`src/logic/rls_map.svh`:
```
// Field positions, encodings and register offsets of the return and loop setup sequencer
`ifndef RLS_MAP_SVH
`define RLS_MAP_SVH
`define RLS_OP_MSB 31
`define RLS_OP_LSB 29
`define RLS_OP_RET 3'h1
`define RLS_OP_LOOP 3'h2
`define RLS_COND_MSB 28
`define RLS_COND_LSB 24
`define RLS_COND_ALWAYS 5'h1F
`define RLS_RET_X_BIT 23
`define RLS_RET_J_BIT 22
`define RLS_RET_REENTRY_BIT 21
`define RLS_ELSE_BIT 20
`define RLS_CMP_BIT 19
`define RLS_IVEC_MSB 4
`define RLS_IVEC_LSB 0
`define RLS_MODE_BIT 23
`define RLS_REL_BIT 22
`define RLS_CNT_MSB 15
`define RLS_CNT_LSB 0
`define RLS_LOOPEND_OFS 24'h000002
`define RLS_LCE_TERM 5'h0F
`define RLS_A_CTRL 8'h00
`define RLS_A_INSTR 8'h04
`define RLS_A_PC 8'h08
`define RLS_A_ENDADDR 8'h0C
`define RLS_A_STATUS 8'h10
`define RLS_A_LATCH 8'h14
`define RLS_A_MASKP 8'h18
`define RLS_A_COUNT 8'h1C
`define RLS_A_PCSTK 8'h20
`define RLS_A_STSTK 8'h24
`define RLS_A_LSTK 8'h28
`define RLS_A_CSTK 8'h2C
`define RLS_A_CMPEN 8'h30
`define RLS_A_PUSHSEL 8'h34
`define RLS_STS_ARITH_LSB 0
`define RLS_STS_MODE_LSB 16
`endif

```
`src/logic/rls_pkg.sv`:
```
// Types shared by the return and loop setup sequencer
package rls_pkg;
	typedef enum logic [1:0] {
		RLS_IDLE,
		RLS_DELAY1,
		RLS_DELAY2
	} rls_state_e;
	typedef struct packed {
		logic interrupt_return;
		logic delayed_option;
		logic loop_reentry_option;
		logic else_form;
		logic has_compute;
	} rls_ret_s;
	typedef struct packed {
		logic [23:0] end_addr;
		logic [4:0] term;
		logic fetch_stage;
	} rls_loop_s;
endpackage : rls_pkg

```
`src/logic/rls_sequencer.sv`:
```
// Return and counter-loop setup sequencer with APB register access
//
// What this block does
// - Taken return fetches from PC stack top
// - Interrupt return pops status stack when pushed
// - Interrupt return clears latch and mask pointer bit
// - Return taken if condition true or field all-ones
// - Kind bits: interrupt, delayed, loop reentry
// - Delayed option gives delayed branch return
// - Loop reentry return suppresses second count decrement
// - Decrement count two places before loop end
// - Paired mode needs condition true in both elements
// - Plain compute runs per element when true
// - Else compute runs per element when false
// - Secondary element uses complementary registers
// - Loop setup loads unsigned 16-bit count
// - Push start to PC stack, end plus term
// - End address absolute or PC-relative offset
// - Count pushed, becomes current, loop until zero
// - Bit 23 selects execute or fetch stage loop
//
// The placing of the registers and register access over APB were left to the implementer.
`timescale 1ns/1ps
`include "rls_map.svh"
module rls_sequencer #(
	parameter int STACK_DEPTH = 8
) (
	input wire logic SYS_CLK_I,
	input wire logic RST_N_I,
	input wire logic PSEL_I,
	input wire logic PENABLE_I,
	input wire logic PWRITE_I,
	input wire logic [7:0] PADDR_I,
	input wire logic [31:0] PWDATA_I,
	output logic [31:0] PRDATA_O,
	output logic PREADY_O,
	output logic PSLVERR_O,
	input wire logic COND_PRIMARY_I,
	input wire logic COND_SECONDARY_I,
	output logic [23:0] FETCH_ADDR_O,
	output logic FETCH_LOAD_O,
	output logic COMPUTE_PRIMARY_O,
	output logic COMPUTE_SECONDARY_O,
	output logic SECONDARY_COMPLEMENT_O,
	output logic FETCH_STAGE_LOOP_O
);
	// Control register: bit0 paired mode, bit1 issue strobe
	logic paired_element_mode_q;
	logic [31:0] instr_q;
	logic [23:0] pc_q;
	logic [15:0] arith_status_reg_q;
	logic [15:0] mode_control_reg_one_q;
	logic [31:0] interrupt_latch_reg_q;
	logic [31:0] interrupt_mask_pointer_q;
	logic [31:0] status_pushed_q;
	logic [15:0] current_loop_count_q;
	logic [23:0] end_addr_q;
	logic decr_skip_q;
	logic issue_q;
	rls_pkg::rls_state_e state_q;
	rls_pkg::rls_state_e state_d;
	logic [23:0] target_q;
	// APB decode
	wire apb_acc = PSEL_I && PENABLE_I;
	wire apb_wr = apb_acc && PWRITE_I;
	wire apb_rd = apb_acc && !PWRITE_I;
	wire wr_ctrl = apb_wr && (PADDR_I == `RLS_A_CTRL);
	wire wr_instr = apb_wr && (PADDR_I == `RLS_A_INSTR);
	wire wr_pc = apb_wr && (PADDR_I == `RLS_A_PC);
	wire wr_status = apb_wr && (PADDR_I == `RLS_A_STATUS);
	wire wr_latch = apb_wr && (PADDR_I == `RLS_A_LATCH);
	wire wr_maskp = apb_wr && (PADDR_I == `RLS_A_MASKP);
	wire wr_push = apb_wr && (PADDR_I == `RLS_A_PUSHSEL);
	wire wr_cmpen = apb_wr && (PADDR_I == `RLS_A_CMPEN);
	// Instruction fields
	wire [2:0] opcode = instr_q[`RLS_OP_MSB:`RLS_OP_LSB];
	wire [4:0] cond_field = instr_q[`RLS_COND_MSB:`RLS_COND_LSB];
	wire [4:0] ivec = instr_q[`RLS_IVEC_MSB:`RLS_IVEC_LSB];
	rls_pkg::rls_ret_s ret;
	assign ret.interrupt_return = instr_q[`RLS_RET_X_BIT];
	assign ret.delayed_option = instr_q[`RLS_RET_J_BIT];
	// Reentry only meaningful for subroutine return
	assign ret.loop_reentry_option = instr_q[`RLS_RET_REENTRY_BIT] && !instr_q[`RLS_RET_X_BIT];
	assign ret.else_form = instr_q[`RLS_ELSE_BIT];
	assign ret.has_compute = instr_q[`RLS_CMP_BIT];
	wire is_ret = issue_q && (opcode == `RLS_OP_RET);
	wire is_loop = issue_q && (opcode == `RLS_OP_LOOP);
	wire uncond = (cond_field == `RLS_COND_ALWAYS);
	wire cond_both = COND_PRIMARY_I && (!paired_element_mode_q || COND_SECONDARY_I);
	wire ret_true = uncond || cond_both;
	wire ret_take = is_ret && ret_true;
	wire ret_irq = ret_take && ret.interrupt_return;
	wire p_true = uncond || COND_PRIMARY_I;
	wire s_true = uncond || COND_SECONDARY_I;
	// Loop end formation
	rls_pkg::rls_loop_s lp;
	wire [15:0] end_ofs = instr_q[`RLS_CNT_MSB:`RLS_CNT_LSB];
	assign lp.end_addr = instr_q[`RLS_REL_BIT] ?
		pc_q + {{8{end_ofs[15]}}, end_ofs} : {8'h00, end_ofs};
	assign lp.term = `RLS_LCE_TERM;
	assign lp.fetch_stage = instr_q[`RLS_MODE_BIT];
	// Stack buses
	logic [23:0] pc_top;
	logic [31:0] st_top;
	logic [28:0] ls_top;
	logic [15:0] cs_top;
	logic [$clog2(STACK_DEPTH):0] pc_lvl, st_lvl, ls_lvl, cs_lvl;
	wire pc_pop = ret_take;
	wire pc_push = is_loop || (wr_push && PWDATA_I[0]);
	wire [23:0] pc_wdata = is_loop ? (pc_q + 24'h000001) : pc_q;
	wire st_push = wr_push && PWDATA_I[1];
	wire irq_pushed = status_pushed_q[ivec];
	wire st_pop = ret_irq && irq_pushed;
	wire ls_push = is_loop;
	wire cs_push = is_loop;
	// Counted once per executed instruction, not per idle clock parked at that address
	wire at_decr = issue_q && (current_loop_count_q != 16'h0000) &&
		(end_addr_q != 24'h000000) && (pc_q == end_addr_q - `RLS_LOOPEND_OFS);
	wire do_decr = at_decr && !decr_skip_q;
	wire cs_pop = do_decr && (current_loop_count_q == 16'h0001);
	rls_stack #(.WIDTH(24), .DEPTH(STACK_DEPTH)) u_pc_stack (
		.clk_i(SYS_CLK_I), .rst_n_i(RST_N_I), .push_i(pc_push), .pop_i(pc_pop),
		.wdata_i(pc_wdata), .top_o(pc_top), .level_o(pc_lvl));
	rls_stack #(.WIDTH(32), .DEPTH(STACK_DEPTH)) u_status_stack (
		.clk_i(SYS_CLK_I), .rst_n_i(RST_N_I), .push_i(st_push), .pop_i(st_pop),
		.wdata_i({mode_control_reg_one_q, arith_status_reg_q}), .top_o(st_top),
		.level_o(st_lvl));
	rls_stack #(.WIDTH(29), .DEPTH(STACK_DEPTH)) u_loop_stack (
		.clk_i(SYS_CLK_I), .rst_n_i(RST_N_I), .push_i(ls_push), .pop_i(cs_pop),
		.wdata_i({lp.end_addr, lp.term}), .top_o(ls_top), .level_o(ls_lvl));
	rls_stack #(.WIDTH(16), .DEPTH(STACK_DEPTH)) u_count_stack (
		.clk_i(SYS_CLK_I), .rst_n_i(RST_N_I), .push_i(cs_push), .pop_i(cs_pop),
		.wdata_i(instr_q[`RLS_CNT_MSB:`RLS_CNT_LSB]), .top_o(cs_top), .level_o(cs_lvl));
	// Sequencer state: delayed return waits two slots before redirect
	always_comb begin
		state_d = state_q;
		unique case (state_q)
			rls_pkg::RLS_IDLE: begin
				if (ret_take && ret.delayed_option) begin
					state_d = rls_pkg::RLS_DELAY1;
				end
			end
			rls_pkg::RLS_DELAY1: state_d = rls_pkg::RLS_DELAY2;
			rls_pkg::RLS_DELAY2: state_d = rls_pkg::RLS_IDLE;
		endcase
	end
	wire redirect_now = (ret_take && !ret.delayed_option) || (state_q == rls_pkg::RLS_DELAY2);
	wire [23:0] redirect_addr = (state_q == rls_pkg::RLS_DELAY2) ? target_q : pc_top;
	wire [31:0] ivec_bit = 32'h00000001 << ivec;
	always_ff @(posedge SYS_CLK_I) begin
		if (!RST_N_I) begin
			state_q <= rls_pkg::RLS_IDLE;
			target_q <= 24'h000000;
			issue_q <= 1'b0;
			instr_q <= 32'h00000000;
			paired_element_mode_q <= 1'b0;
			status_pushed_q <= 32'h00000000;
		end else begin
			state_q <= state_d;
			if (ret_take) begin
				target_q <= pc_top;
			end
			// Issue strobe is one cycle; a new write while busy is ignored
			issue_q <= wr_ctrl && PWDATA_I[1] && (state_q == rls_pkg::RLS_IDLE);
			if (wr_instr) begin
				instr_q <= PWDATA_I;
			end
			if (wr_ctrl) begin
				paired_element_mode_q <= PWDATA_I[0];
			end
			if (wr_cmpen) begin
				status_pushed_q <= PWDATA_I;
			end
		end
	end
	always_ff @(posedge SYS_CLK_I) begin
		if (!RST_N_I) begin
			pc_q <= 24'h000000;
		end else if (redirect_now) begin
			pc_q <= redirect_addr;
		end else if (wr_pc) begin
			pc_q <= PWDATA_I[23:0];
		end else if (issue_q || state_q != rls_pkg::RLS_IDLE) begin
			// Not taken return: next sequential instruction
			pc_q <= pc_q + 24'h000001;
		end
	end
	always_ff @(posedge SYS_CLK_I) begin
		if (!RST_N_I) begin
			arith_status_reg_q <= 16'h0000;
			mode_control_reg_one_q <= 16'h0000;
		end else if (st_pop) begin
			arith_status_reg_q <= st_top[`RLS_STS_ARITH_LSB +: 16];
			mode_control_reg_one_q <= st_top[`RLS_STS_MODE_LSB +: 16];
		end else if (wr_status) begin
			arith_status_reg_q <= PWDATA_I[15:0];
			mode_control_reg_one_q <= PWDATA_I[31:16];
		end
	end
	// Hardware clear wins over a software write in the same cycle
	always_ff @(posedge SYS_CLK_I) begin
		if (!RST_N_I) begin
			interrupt_latch_reg_q <= 32'h00000000;
			interrupt_mask_pointer_q <= 32'h00000000;
		end else begin
			if (ret_irq) begin
				interrupt_latch_reg_q <= (wr_latch ? PWDATA_I : interrupt_latch_reg_q) & ~ivec_bit;
			end else if (wr_latch) begin
				interrupt_latch_reg_q <= PWDATA_I;
			end
			if (ret_irq) begin
				interrupt_mask_pointer_q <= (wr_maskp ? PWDATA_I : interrupt_mask_pointer_q) & ~ivec_bit;
			end else if (wr_maskp) begin
				interrupt_mask_pointer_q <= PWDATA_I;
			end
		end
	end
	always_ff @(posedge SYS_CLK_I) begin
		if (!RST_N_I) begin
			current_loop_count_q <= 16'h0000;
			end_addr_q <= 24'h000000;
			decr_skip_q <= 1'b0;
			FETCH_STAGE_LOOP_O <= 1'b0;
		end else if (is_loop) begin
			current_loop_count_q <= instr_q[`RLS_CNT_MSB:`RLS_CNT_LSB];
			end_addr_q <= lp.end_addr;
			decr_skip_q <= 1'b0;
			FETCH_STAGE_LOOP_O <= lp.fetch_stage;
		end else begin
			if (do_decr) begin
				current_loop_count_q <= current_loop_count_q - 16'h0001;
			end
			// Reentry return re-runs the decrement slot without counting it
			if (ret_take && ret.loop_reentry_option) begin
				decr_skip_q <= 1'b1;
			end else if (at_decr) begin
				decr_skip_q <= 1'b0;
			end
		end
	end
	always_ff @(posedge SYS_CLK_I) begin
		if (!RST_N_I) begin
			FETCH_ADDR_O <= 24'h000000;
			FETCH_LOAD_O <= 1'b0;
			COMPUTE_PRIMARY_O <= 1'b0;
			COMPUTE_SECONDARY_O <= 1'b0;
			SECONDARY_COMPLEMENT_O <= 1'b0;
		end else begin
			FETCH_LOAD_O <= redirect_now;
			FETCH_ADDR_O <= redirect_now ? redirect_addr : FETCH_ADDR_O;
			COMPUTE_PRIMARY_O <= is_ret && ret.has_compute &&
				(ret.else_form ? !p_true : p_true);
			COMPUTE_SECONDARY_O <= is_ret && ret.has_compute && paired_element_mode_q &&
				(ret.else_form ? !s_true : s_true);
			SECONDARY_COMPLEMENT_O <= is_ret && ret.has_compute && paired_element_mode_q;
		end
	end
	// Read mux
	logic [31:0] rd_mux;
	always_comb begin
		rd_mux = 32'h00000000;
		unique case (PADDR_I)
			`RLS_A_CTRL: rd_mux = {29'h0, state_q != rls_pkg::RLS_IDLE, 1'b0, paired_element_mode_q};
			`RLS_A_INSTR: rd_mux = instr_q;
			`RLS_A_PC: rd_mux = {8'h00, pc_q};
			`RLS_A_ENDADDR: rd_mux = {8'h00, end_addr_q};
			`RLS_A_STATUS: rd_mux = {mode_control_reg_one_q, arith_status_reg_q};
			`RLS_A_LATCH: rd_mux = interrupt_latch_reg_q;
			`RLS_A_MASKP: rd_mux = interrupt_mask_pointer_q;
			`RLS_A_COUNT: rd_mux = {16'h0000, current_loop_count_q};
			`RLS_A_PCSTK: rd_mux = {8'h00, pc_top};
			`RLS_A_STSTK: rd_mux = st_top;
			`RLS_A_LSTK: rd_mux = {3'h0, ls_top};
			`RLS_A_CSTK: rd_mux = {16'h0000, cs_top};
			`RLS_A_CMPEN: rd_mux = status_pushed_q;
			default: rd_mux = 32'h00000000;
		endcase
	end
	wire addr_ok = (PADDR_I[1:0] == 2'b00) && (PADDR_I <= `RLS_A_PUSHSEL);
	// One-cycle access phase; unmapped addresses answer with error
	always_ff @(posedge SYS_CLK_I) begin
		if (!RST_N_I) begin
			PREADY_O <= 1'b0;
			PRDATA_O <= 32'h00000000;
			PSLVERR_O <= 1'b0;
		end else begin
			PREADY_O <= PSEL_I && !PENABLE_I;
			PSLVERR_O <= PSEL_I && !PENABLE_I && !addr_ok;
			PRDATA_O <= (PSEL_I && !PENABLE_I && !PWRITE_I) ? rd_mux : 32'h00000000;
		end
	end
	wire unused_ok = apb_rd ^ (|pc_lvl) ^ (|st_lvl) ^ (|ls_lvl) ^ (|cs_lvl);
	chk_return_pops_pc: assert property (@(posedge SYS_CLK_I) disable iff (!RST_N_I)
		ret_take && !ret.delayed_option |=> FETCH_LOAD_O) else $error("return lost");
	chk_fetch_from_top: assert property (@(posedge SYS_CLK_I) disable iff (!RST_N_I)
		ret_take && !ret.delayed_option |=> FETCH_ADDR_O == $past(pc_top))
		else $error("return address wrong");
	chk_delayed_two_slots: assert property (@(posedge SYS_CLK_I) disable iff (!RST_N_I)
		ret_take && ret.delayed_option |=> !FETCH_LOAD_O ##1 !FETCH_LOAD_O ##1 FETCH_LOAD_O)
		else $error("delayed return timing");
	chk_false_keeps_latch: assert property (@(posedge SYS_CLK_I) disable iff (!RST_N_I)
		is_ret && !ret_true && !wr_latch |=> $stable(interrupt_latch_reg_q))
		else $error("false return changed latch");
	chk_false_no_redirect: assert property (@(posedge SYS_CLK_I) disable iff (!RST_N_I)
		is_ret && !ret_true |=> !FETCH_LOAD_O)
		else $error("false return redirected");
	chk_false_keeps_stacks: assert property (@(posedge SYS_CLK_I) disable iff (!RST_N_I)
		is_ret && !ret_true && !wr_push |=> $stable(pc_lvl) && $stable(st_lvl))
		else $error("false return moved a stack");
	chk_status_restored: assert property (@(posedge SYS_CLK_I) disable iff (!RST_N_I)
		st_pop |=> {mode_control_reg_one_q, arith_status_reg_q} == $past(st_top))
		else $error("status not restored");
	chk_rti_clears_bit: assert property (@(posedge SYS_CLK_I) disable iff (!RST_N_I)
		ret_irq |=> !interrupt_latch_reg_q[$past(ivec)] && !interrupt_mask_pointer_q[$past(ivec)])
		else $error("latch bit not cleared");
	chk_paired_both: assert property (@(posedge SYS_CLK_I) disable iff (!RST_N_I)
		is_ret && paired_element_mode_q && !uncond && !COND_SECONDARY_I |-> !ret_take)
		else $error("paired return on one element");
	chk_secondary_gated: assert property (@(posedge SYS_CLK_I) disable iff (!RST_N_I)
		!paired_element_mode_q |=> !COMPUTE_SECONDARY_O && !SECONDARY_COMPLEMENT_O)
		else $error("secondary ran in single mode");
	chk_loop_loads_count: assert property (@(posedge SYS_CLK_I) disable iff (!RST_N_I)
		is_loop |=> current_loop_count_q == $past(instr_q[`RLS_CNT_MSB:`RLS_CNT_LSB]))
		else $error("loop count not loaded");
	chk_count_pushed: assert property (@(posedge SYS_CLK_I) disable iff (!RST_N_I)
		is_loop |=> cs_top == $past(instr_q[`RLS_CNT_MSB:`RLS_CNT_LSB]))
		else $error("count stack not pushed");
	chk_loop_start_push: assert property (@(posedge SYS_CLK_I) disable iff (!RST_N_I)
		is_loop |=> pc_top == $past(pc_q) + 24'h000001)
		else $error("loop start not pushed");
	chk_loop_end_push: assert property (@(posedge SYS_CLK_I) disable iff (!RST_N_I)
		is_loop |=> ls_top == {$past(lp.end_addr), `RLS_LCE_TERM})
		else $error("loop end not pushed");
	chk_else_inverts: assert property (@(posedge SYS_CLK_I) disable iff (!RST_N_I)
		is_ret && ret.has_compute && ret.else_form && p_true |=> !COMPUTE_PRIMARY_O)
		else $error("else compute ran on true");
	chk_decr_by_one: assert property (@(posedge SYS_CLK_I) disable iff (!RST_N_I)
		do_decr && !is_loop |=> current_loop_count_q == $past(current_loop_count_q) - 16'h0001)
		else $error("decrement wrong");
	chk_reentry_no_decr: assert property (@(posedge SYS_CLK_I) disable iff (!RST_N_I)
		decr_skip_q && at_decr && !is_loop |=> $stable(current_loop_count_q))
		else $error("double decrement");
	chk_stage_select: assert property (@(posedge SYS_CLK_I) disable iff (!RST_N_I)
		is_loop |=> FETCH_STAGE_LOOP_O == $past(instr_q[`RLS_MODE_BIT]))
		else $error("loop stage wrong");
endmodule : rls_sequencer

```
`src/logic/rls_stack.sv`:
```
// Small last-in first-out stack with registered top
`timescale 1ns/1ps
module rls_stack #(
	parameter int WIDTH = 24,
	parameter int DEPTH = 8
) (
	input wire logic clk_i,
	input wire logic rst_n_i,
	input wire logic push_i,
	input wire logic pop_i,
	input wire logic [WIDTH-1:0] wdata_i,
	output logic [WIDTH-1:0] top_o,
	output logic [$clog2(DEPTH):0] level_o
);
	logic [WIDTH-1:0] mem_q [DEPTH];
	logic [$clog2(DEPTH):0] lvl_q;
	wire can_push = push_i && (lvl_q < ($clog2(DEPTH)+1)'(DEPTH));
	wire can_pop = pop_i && (lvl_q != '0);
	wire [$clog2(DEPTH):0] idx_top = lvl_q - 1'b1;
	wire [$clog2(DEPTH):0] idx_below = lvl_q - ($clog2(DEPTH)+1)'(2);
	// Pop wins over push when both arrive; top read after pop
	always_ff @(posedge clk_i) begin
		if (!rst_n_i) begin
			lvl_q <= '0;
		end else if (can_pop) begin
			lvl_q <= lvl_q - 1'b1;
		end else if (can_push) begin
			lvl_q <= lvl_q + 1'b1;
		end
	end
	always_ff @(posedge clk_i) begin
		if (can_push && !can_pop) begin
			mem_q[lvl_q[$clog2(DEPTH)-1:0]] <= wdata_i;
		end
	end
	always_ff @(posedge clk_i) begin
		if (!rst_n_i) begin
			top_o <= '0;
		end else if (can_pop) begin
			top_o <= (lvl_q > ($clog2(DEPTH)+1)'(1)) ?
				mem_q[idx_below[$clog2(DEPTH)-1:0]] : '0;
		end else if (can_push) begin
			top_o <= wdata_i;
		end else if (lvl_q != '0) begin
			top_o <= mem_q[idx_top[$clog2(DEPTH)-1:0]];
		end
	end
	assign level_o = lvl_q;
endmodule : rls_stack
```
`config.mk`:
```
export PLATFORM = sky130hd
export DESIGN_NAME = rls_sequencer
export DESIGN_NICKNAME = d
export VERILOG_FILES = /design/src/logic/rls_pkg.sv /design/src/logic/rls_sequencer.sv /design/src/logic/rls_stack.sv
export VERILOG_INCLUDE_DIRS = /design/src /design/src/logic
export SDC_FILE = /design/constraint.sdc
export NUM_CORES = 2
export LEC_CHECK = 0
export BUFFER_PORTS_ARGS = -buffer_cell sky130_fd_sc_hd__buf_2
export CAP_MARGIN = 20
export CORE_MARGIN = 3
export CORE_UTILIZATION = 40
export CTS_CLUSTER_SIZE = 40
export DETAILED_ROUTE_END_ITERATION = 8
export PLACE_DENSITY = 0.6
export SYNTH_ARGS = -nofsm -noshare
export SYNTH_HDL_FRONTEND = slang
export SYNTH_SLANG_ARGS = --single-unit
```
`constraint.sdc`:
```
create_clock -name SYS_CLK_I -period 5.2 [get_ports SYS_CLK_I]
set_clock_uncertainty 0.05 [all_clocks]
set_input_delay 0.78 -clock SYS_CLK_I [delete_from_list [all_inputs] [get_ports SYS_CLK_I]]
set_output_delay 0.78 -clock SYS_CLK_I [all_outputs]
set_load 0.01 [all_outputs]
```
==> After elaboration in Yosys (flattened, before gate mapping) <==
Memory sizes are Yosys's and may differ from the RTL's.
Index checks and enable logic that the tools add are counted.
{ "totals": {"ff_bits": 433, "mem_bits_rw": 768, "input_bits": 47, "n_memories": 4, "elab_cells": 237} }
{ "classes": {"bitwise_logic": 4, "n_addsub": 16, "n_shift": 1, "muxes": 57, "n_reduce_logical": 93, "n_eq_ne": 21, "magnitude_cmp": 10} }
{ "mem_list": {"columns": ["memory", "depth", "word_bits", "read_ports", "rd_ports_with_merged_regs", "wr", "line_no", "rtl"], "rows": [
  ["u_status_stack.mem_q", 8, 32, 2, 0, 1, "rls_stack.sv:15", "logic [WIDTH-1:0] mem_q [DEPTH];"],
  ["u_loop_stack.mem_q", 8, 24, 2, 0, 1, "rls_stack.sv:15", null],
  ["u_pc_stack.mem_q", 8, 24, 2, 0, 1, "rls_stack.sv:15", null],
  ["u_count_stack.mem_q", 8, 16, 2, 0, 1, "rls_stack.sv:15", null]
]} }
{ "ops": {"columns": ["operator", "count"], "rows": [
  ["$pmux 32 s13", 1],
  ["$mux 32", 8],
  ["$mux 24", 10],
  ["$mux 16", 10],
  ["$mux 29", 4],
  ["$and 32x32->32", 2],
  ["$logic_and 1x1->1", 49],
  ["$eq 8x6->1 const B", 6],
  ["$eq 8x5->1 const B", 4],
  ["$mux 4", 8],
  ["$not 32->32", 1],
  ["$shl 1x5->32 const A", 1],
  ["$add 24x1->24 const B", 1],
  ["$add 24x24->24", 1],
  ["$eq 24x24->1", 1],
  ["$reduce_bool 24->1", 1],
  ["$sub 24x2->24 const B", 1],
  ["$add 4x1->4 const B", 4],
  ["$eq 16x1->1 const B", 1],
  ["$eq 8x4->1 const B", 2],
  ["$gt 4x1->1 const B", 4],
  ["$lt 4x4->1 const B", 4],
  ["$reduce_bool 16->1", 1],
  ["$reduce_bool 2->1", 8],
  ["25 further kinds", 69]
]} }

==> Depth between registers and ports, before layout <==
{ "depth": {"word_depth": 12, "depth_mapped": 15, "ltp_nobuf": 13} }

==> Hierarchy <==
From an unflattened synthesis, not the netlist that was laid out.
{ "unflattened": {"hier_cells": 5015, "hier_area_um2": 60863.4} }
{ "by_module_without_submodules": {"columns": ["module", "area_each_um2", "instances", "seq_area_each_um2", "cells_per_inst"], "rows": [
  ["rls_sequencer", 17524.3, 1, 6326.1, 2213],
  ["rls_stack at u_status_stack", 13615.6, 1, 8408.1, 927],
  ["rls_stack at u_loop_stack", 12231.7, 1, 7627.3, 682],
  ["rls_stack at u_pc_stack", 10381.2, 1, 6326.1, 724],
  ["rls_stack at u_count_stack", 7110.6, 1, 4244.1, 469]
]} }

==> Worst setup path before layout <==
Ideal clock, no wire load.
{ "synth_path": {"path_kind": "reg-to-reg", "from": "register instr_q[0]", "to": "memory u_status_stack.mem_q[0][0] (enable)", "path_stages_with_launch": 10, "setup_time_ns": 0.392, "arrival_ns": 3.792, "setup_slack_ns": 0.965, "path_cell_list": "dfxtp_1 clkbuf_1 mux4_2 mux4_2 mux2i_1 nor3_1 and2_1 nor3_1 clkbuf_1 and3_1"} }
{ "synth_between": {"elab_chain_len": 8} }
{ "synth_rtl": {"columns": ["item", "line_no", "rtl"], "rows": [
  ["start: declaration", "rls_sequencer.sv:49", "logic [31:0] instr_q;"],
  ["start signal: assignment", "rls_sequencer.sv:155", "instr_q <= 32'h00000000;"],
  ["start signal: assignment", "rls_sequencer.sv:166", "instr_q <= PWDATA_I;"],
  ["$bmux 1 s5", "rls_sequencer.sv:112", "wire irq_pushed = status_pushed_q[ivec];"],
  ["$mux 1 (implied by the code)", "rls_sequencer.sv:112", null],
  ["$logic_and 1x1->1", "rls_sequencer.sv:113", "wire st_pop = ret_irq && irq_pushed;"],
  ["$logic_and 1x1->1", "rls_stack.sv:18", "wire can_pop = pop_i && (lvl_q != '0);"],
  ["$logic_not 1->1", "rls_stack.sv:32", "if (can_push && !can_pop) begin"],
  ["$logic_and 1x1->1", "rls_stack.sv:32", null],
  ["$mux 1", "rls_stack.sv:32", null],
  ["$mux 1 (implied by the code)", "rls_stack.sv:33", "mem_q[lvl_q[$clog2(DEPTH)-1:0]] <= wdata_i;"],
  ["end: declaration", "rls_stack.sv:15", null]
]} }
No other way between the ends. The select of a mux whose other input is x is not followed.

==> Final worst setup path <==
{ "layout_path": {"from": "register end_addr_q[3]", "to": "memory u_count_stack.mem_q[10][10], in the netlist u_count_stack.mem_q[5][10] (enable)"} }
{ "layout_between": {"elab_chain_len": 10} }
{ "layout_rtl": {"columns": ["item", "line_no", "rtl"], "rows": [
  ["start: declaration", "rls_sequencer.sv:57", "logic [23:0] end_addr_q;"],
  ["start signal: assignment", "rls_sequencer.sv:226", "end_addr_q <= lp.end_addr;"],
  ["$sub 24x2->24 (no line) / $reduce_bool 24->1 (equally long branches)", null, null],
  ["$eq 24x24->1 (no line) / $logic_and 1x1->1 (equally long branches)", null, null],
  ["$logic_and 1x1->1 *", "rls_sequencer.sv:117", "wire at_decr = issue_q && (current_loop_count_q != 16'h0000) &&"],
  ["$logic_and 1x1->1 *", "rls_sequencer.sv:119", "wire do_decr = at_decr && !decr_skip_q;"],
  ["$logic_and 1x1->1 *", "rls_sequencer.sv:120", "wire cs_pop = do_decr && (current_loop_count_q == 16'h0001);"],
  ["$logic_and 1x1->1 *", "rls_stack.sv:18", null],
  ["$logic_not 1->1 *", "rls_stack.sv:32", null],
  ["$logic_and 1x1->1 *", "rls_stack.sv:32", null],
  ["$mux 1 *", "rls_stack.sv:32", null],
  ["$mux 1 (implied by the code) *", "rls_stack.sv:33", null],
  ["end: declaration", "rls_stack.sv:15", null]
]} }
Every way passes the cells marked *; elsewhere a longest branch is shown, timed or not.

==> impl_metrics.tcl <==
set metrics [dict create \
    status "finished, final reports clean" \
    num_rows 138 \
    avgRoutedWirePerCell_um 27.8 \
    use_met1 0.339 \
    num-nets-final 4721 \
    global_route.usage.met2 0.372 \
    synth_enable_flop_cells 768 \
    p_per_area_nw_per_um2 310 \
    netlist_top_cells_area "sky130_fd_sc_hd__edfxtp_1 40%, sky130_fd_sc_hd__mux4_2 15%, sky130_fd_sc_hd__dfxtp_1 15%, sky130_fd_sc_hd__nand2_1 3.6%, sky130_fd_sc_hd__mux2i_1 3.5%" \
    path_max_fanout 16 \
    globalRouteOverflowTotal 0 \
    area.growth.synth_to_final_pct 13.7 \
    grt_pass1_vias 39158 \
    yosysTopAreaCell "sky130_fd_sc_hd__edfxtp_1" \
    synth_nets 4662 \
    slew-limit-headroom 0.256 \
    clkTransAtPathRegs_ns 0.07 \
    routed-via-count 40588 \
    hold_class "in -> reg" \
    top_ff_cell_synth "sky130_fd_sc_hd__edfxtp_1" \
    syn_inst 4556 \
    port_buffers 109 \
    route.antenna.remaining_nets 0 \
    share_of_flip_flops_with_an_asynchronous_set_or_reset 0 \
    postCtsResizedCells 0 \
    fill_cells 12720 \
    finalWeightedCongestion 0.942 \
    start_util 0.405 \
    hold_violations 0 \
    synth-seq-area-share 0.549 \
    ys_warn_count 0 \
    fin_crit_sh 0.855 \
    drtPass1Iterations 8 \
    fin_util 0.460 \
    core_box_area_um2 142000 \
    clock_tree.root_cell "sky130_fd_sc_hd__clkbuf_16" \
    startpoint_type "flip-flop" \
    path_delay_family "simple AND/OR/NAND/NOR gates" \
    synth_area_um2 57600 \
    vias_per_cell 6.13 \
    cp_data_required_time_ns 5.52 \
    slew_violations 0 \
    p_seq_frac 0.497 \
    crit_slowest_cell "sky130_fd_sc_hd__or4_1" \
    crit_arrival_ns 4.76 \
    die_area_um2 149000 \
    wl_mm 184 \
    swShare 0.220 \
    dp_hpwl_mm 125 \
    critical_path.cell_chain "or4_1 -> or4_4 -> a221oi_2 -> nand4_1 -> nor3_1 -> nand4_1 -> nor4b_2 -> and3_1 -> nor3_1 -> and3_1" \
    max-cap-violations 0 \
    synth_cell_type_count 80 \
    detail_route.iter0.violations 5018 \
    globalRouteMet3Util 0.0642 \
    synth.avg_cell_area_um2 12.6 \
    combined_global_route_utilization_of_all_metal_layers 0.245 \
    timing.reg2reg.setup_slack_ns 0.75 \
    layout.cells.most_common_list "768 x sky130_fd_sc_hd__edfxtp_1, 545 x sky130_fd_sc_hd__nand2_1, 421 x sky130_fd_sc_hd__dfxtp_1" \
    clkSinkCount 1197 \
    timing.fmax_mhz 225 \
    cts_tree "yes" \
    power_switching_mw 4.47 \
    layout_min_cycle_time_ns 4.45 \
    htree_levels 4 \
    dieWidth_um 385 \
    ir_drop_uv 294 \
    grt_setup_unrepaired "false" \
    clock_path_buffers 3 \
    crit_type "reg -> reg" \
    intPower_mw 15.9 \
    post_route_drc_violation_count 0 \
    clock_power_share 0.477 \
    antenna_found_initial 20 \
    synth_largest_type_area_fraction 0.400 \
    post_cts.repair.setup_buffers 0 \
    die_h_um 385 \
    fin_tns_setup_ns 0 \
    pin_count_of_the_biggest_net_entering_global_routing 113 \
    grt_pass1_wl_mm 268 \
    clkLatencyLatePin_ns 0.79 \
    worstPathBufferInverterCount 0 \
    global_route.peak_usage_layer "met2" \
    worst-slew-pin-transition_ns 1.11 \
    design.portCount 110 \
    timing.final.setup_violations 0 \
    cts.hold.buffers_added 0 \
    ys_ff_latch 1197 \
    drive_gt1_frac 0.218 \
    tritoncts.num_buffers 134 \
    critPathMaxStageDelay_ns 0.74 \
    leading_cell_type_in_the_layout_fill_and_taps_excluded "sky130_fd_sc_hd__edfxtp_1" \
    p_comb_frac 0.026 \
    critPathCaptureType "flip-flop" \
    p_leak_nw 21.0 \
]
## per-layer routing
layer,vias to the layer above,part of all wire
met4,6,0.039
met1,20517,0.41
met5,-,0.00016
li1,17674,-
met2,2044,0.45
met3,347,0.10
## Yosys cell counts (all sizes together), types with 9 or more instances
master and n:
a211oi 21, a21o 10, a21oi 377, a221oi 78
a222oi 26, a22o 16, a22oi 30, a31oi 49
and2 22, and3 43, buf 75, clkbuf 289
dfxtp 429, edfxtp 768, ha 58, inv 43
mux2 84, mux2i 204, mux4 394, nand2 546
nand2b 10, nand3 81, nand4 28, nor2 289
nor2b 11, nor3 53, nor4 11, o211ai 17
o21ai 245, o221ai 17, or3 18, or4 9
xnor2 60, xor2 52
## state kept, by name, indices dropped and copies added, names as in the netlist, 24 cells and up
| signal | count |
|---|---|
| u_loop_stack.top_o | 25 |
| instr_q | 32 |
| u_pc_stack.top_o | 24 |
| u_status_stack.top_o | 32 |
| u_status_stack.mem_q | 256 |
| interrupt_latch_reg_q | 32 |
| u_pc_stack.mem_q | 192 |
| end_addr_q | 24 |
| pc_q | 24 |
| PRDATA_O | 32 |
| FETCH_ADDR_O | 24 |
| u_loop_stack.mem_q | 192 |
| status_pushed_q | 32 |
| u_count_stack.mem_q | 128 |
| target_q | 24 |
| interrupt_mask_pointer_q | 32 |
## worst min-delay path: cells and delay by family
kind / cells / cell delay, ns
buffers and inverters: 1 / 0.13
AOI/OAI and AO/OA: 1 / 0.05
and+or+nand+nor: 1 / 0.06
## cells by family (layout without fill, tap and decap cells)
logic type / count (synthesis) / in the layout / synth area share
AO/OA/AOI/OAI: 944 / 944 / 0.0996
XOR/XNOR: 112 / 112 / 0.0170
adder cells (fa/ha/maj): 59 / 59 / 0.0129
buffers and inverters: 407 / 579 / 0.0270
flip-flops: 1197 / 1197 / 0.549
multiplexers: 682 / 682 / 0.206
other: 0 / 4 / 0
AND/OR/NAND/NOR: 1155 / 1155 / 0.0881
## path summary, 6_finish.rpt
path                            depth (start not counted)     startpoint                          to
worst max-delay path                                   10  end_addr_q[3]  u_count_stack.mem_q[5][10]
worst min register to register                          2    instr_q[16]                 instr_q[16]
worst min-delay path                                    3   PWDATA_I[31]         status_pushed_q[31]
worst max register to register                         10  end_addr_q[3]  u_count_stack.mem_q[5][10]
## per-stage QoR
stage | instances | hold slack (ns) | instance area, µm² | total power [mW] | setup WS (ns)
after floorplan | 4556 | 0.376 | 57600 | 10.6 | 0.965
after global placement | 6365 | 0.389 | 60900 | 10.8 | 0.829
after detailed placement | 6367 | 0.396 | 61000 | 10.8 | 0.800
after CTS | 6616 | 0.180 | 65400 | 20.5 | 0.769
after global routing | 6620 | 0.219 | 65500 | 20.9 | 0.508
final | 6622 | 0.245 | 65500 | 20.3 | 0.754
## cell type report
cell class                      instances  area [µm²]  share of cell area
Clock inverter                         60         722              0.0110
Inverter                               43         169             0.00258
Tap cell                             1890        2360              0.0361
Timing Repair Buffer                  287        2180              0.0333
Sequential cell                      1197       31700               0.484
Clock buffer                          189        3760              0.0575
Multi-Input combinational cell       2952       24600               0.376
Antenna cell                            4        10.0            0.000153
## power groups by stage
stage | logic (mW) | registers, mW | clock network (mW)
6_report | 0.536 | 10.1 | 9.70
5_1_grt | 0.570 | 10.1 | 10.3
4_1_cts | 0.521 | 10.1 | 9.86
3_5_place_dp | 0.519 | 10.3 | 0
3_3_place_gp | 0.514 | 10.3 | 0
2_1_floorplan | 0.265 | 10.3 | 0
No activity file was read; power rests on OpenSTA's default activity.
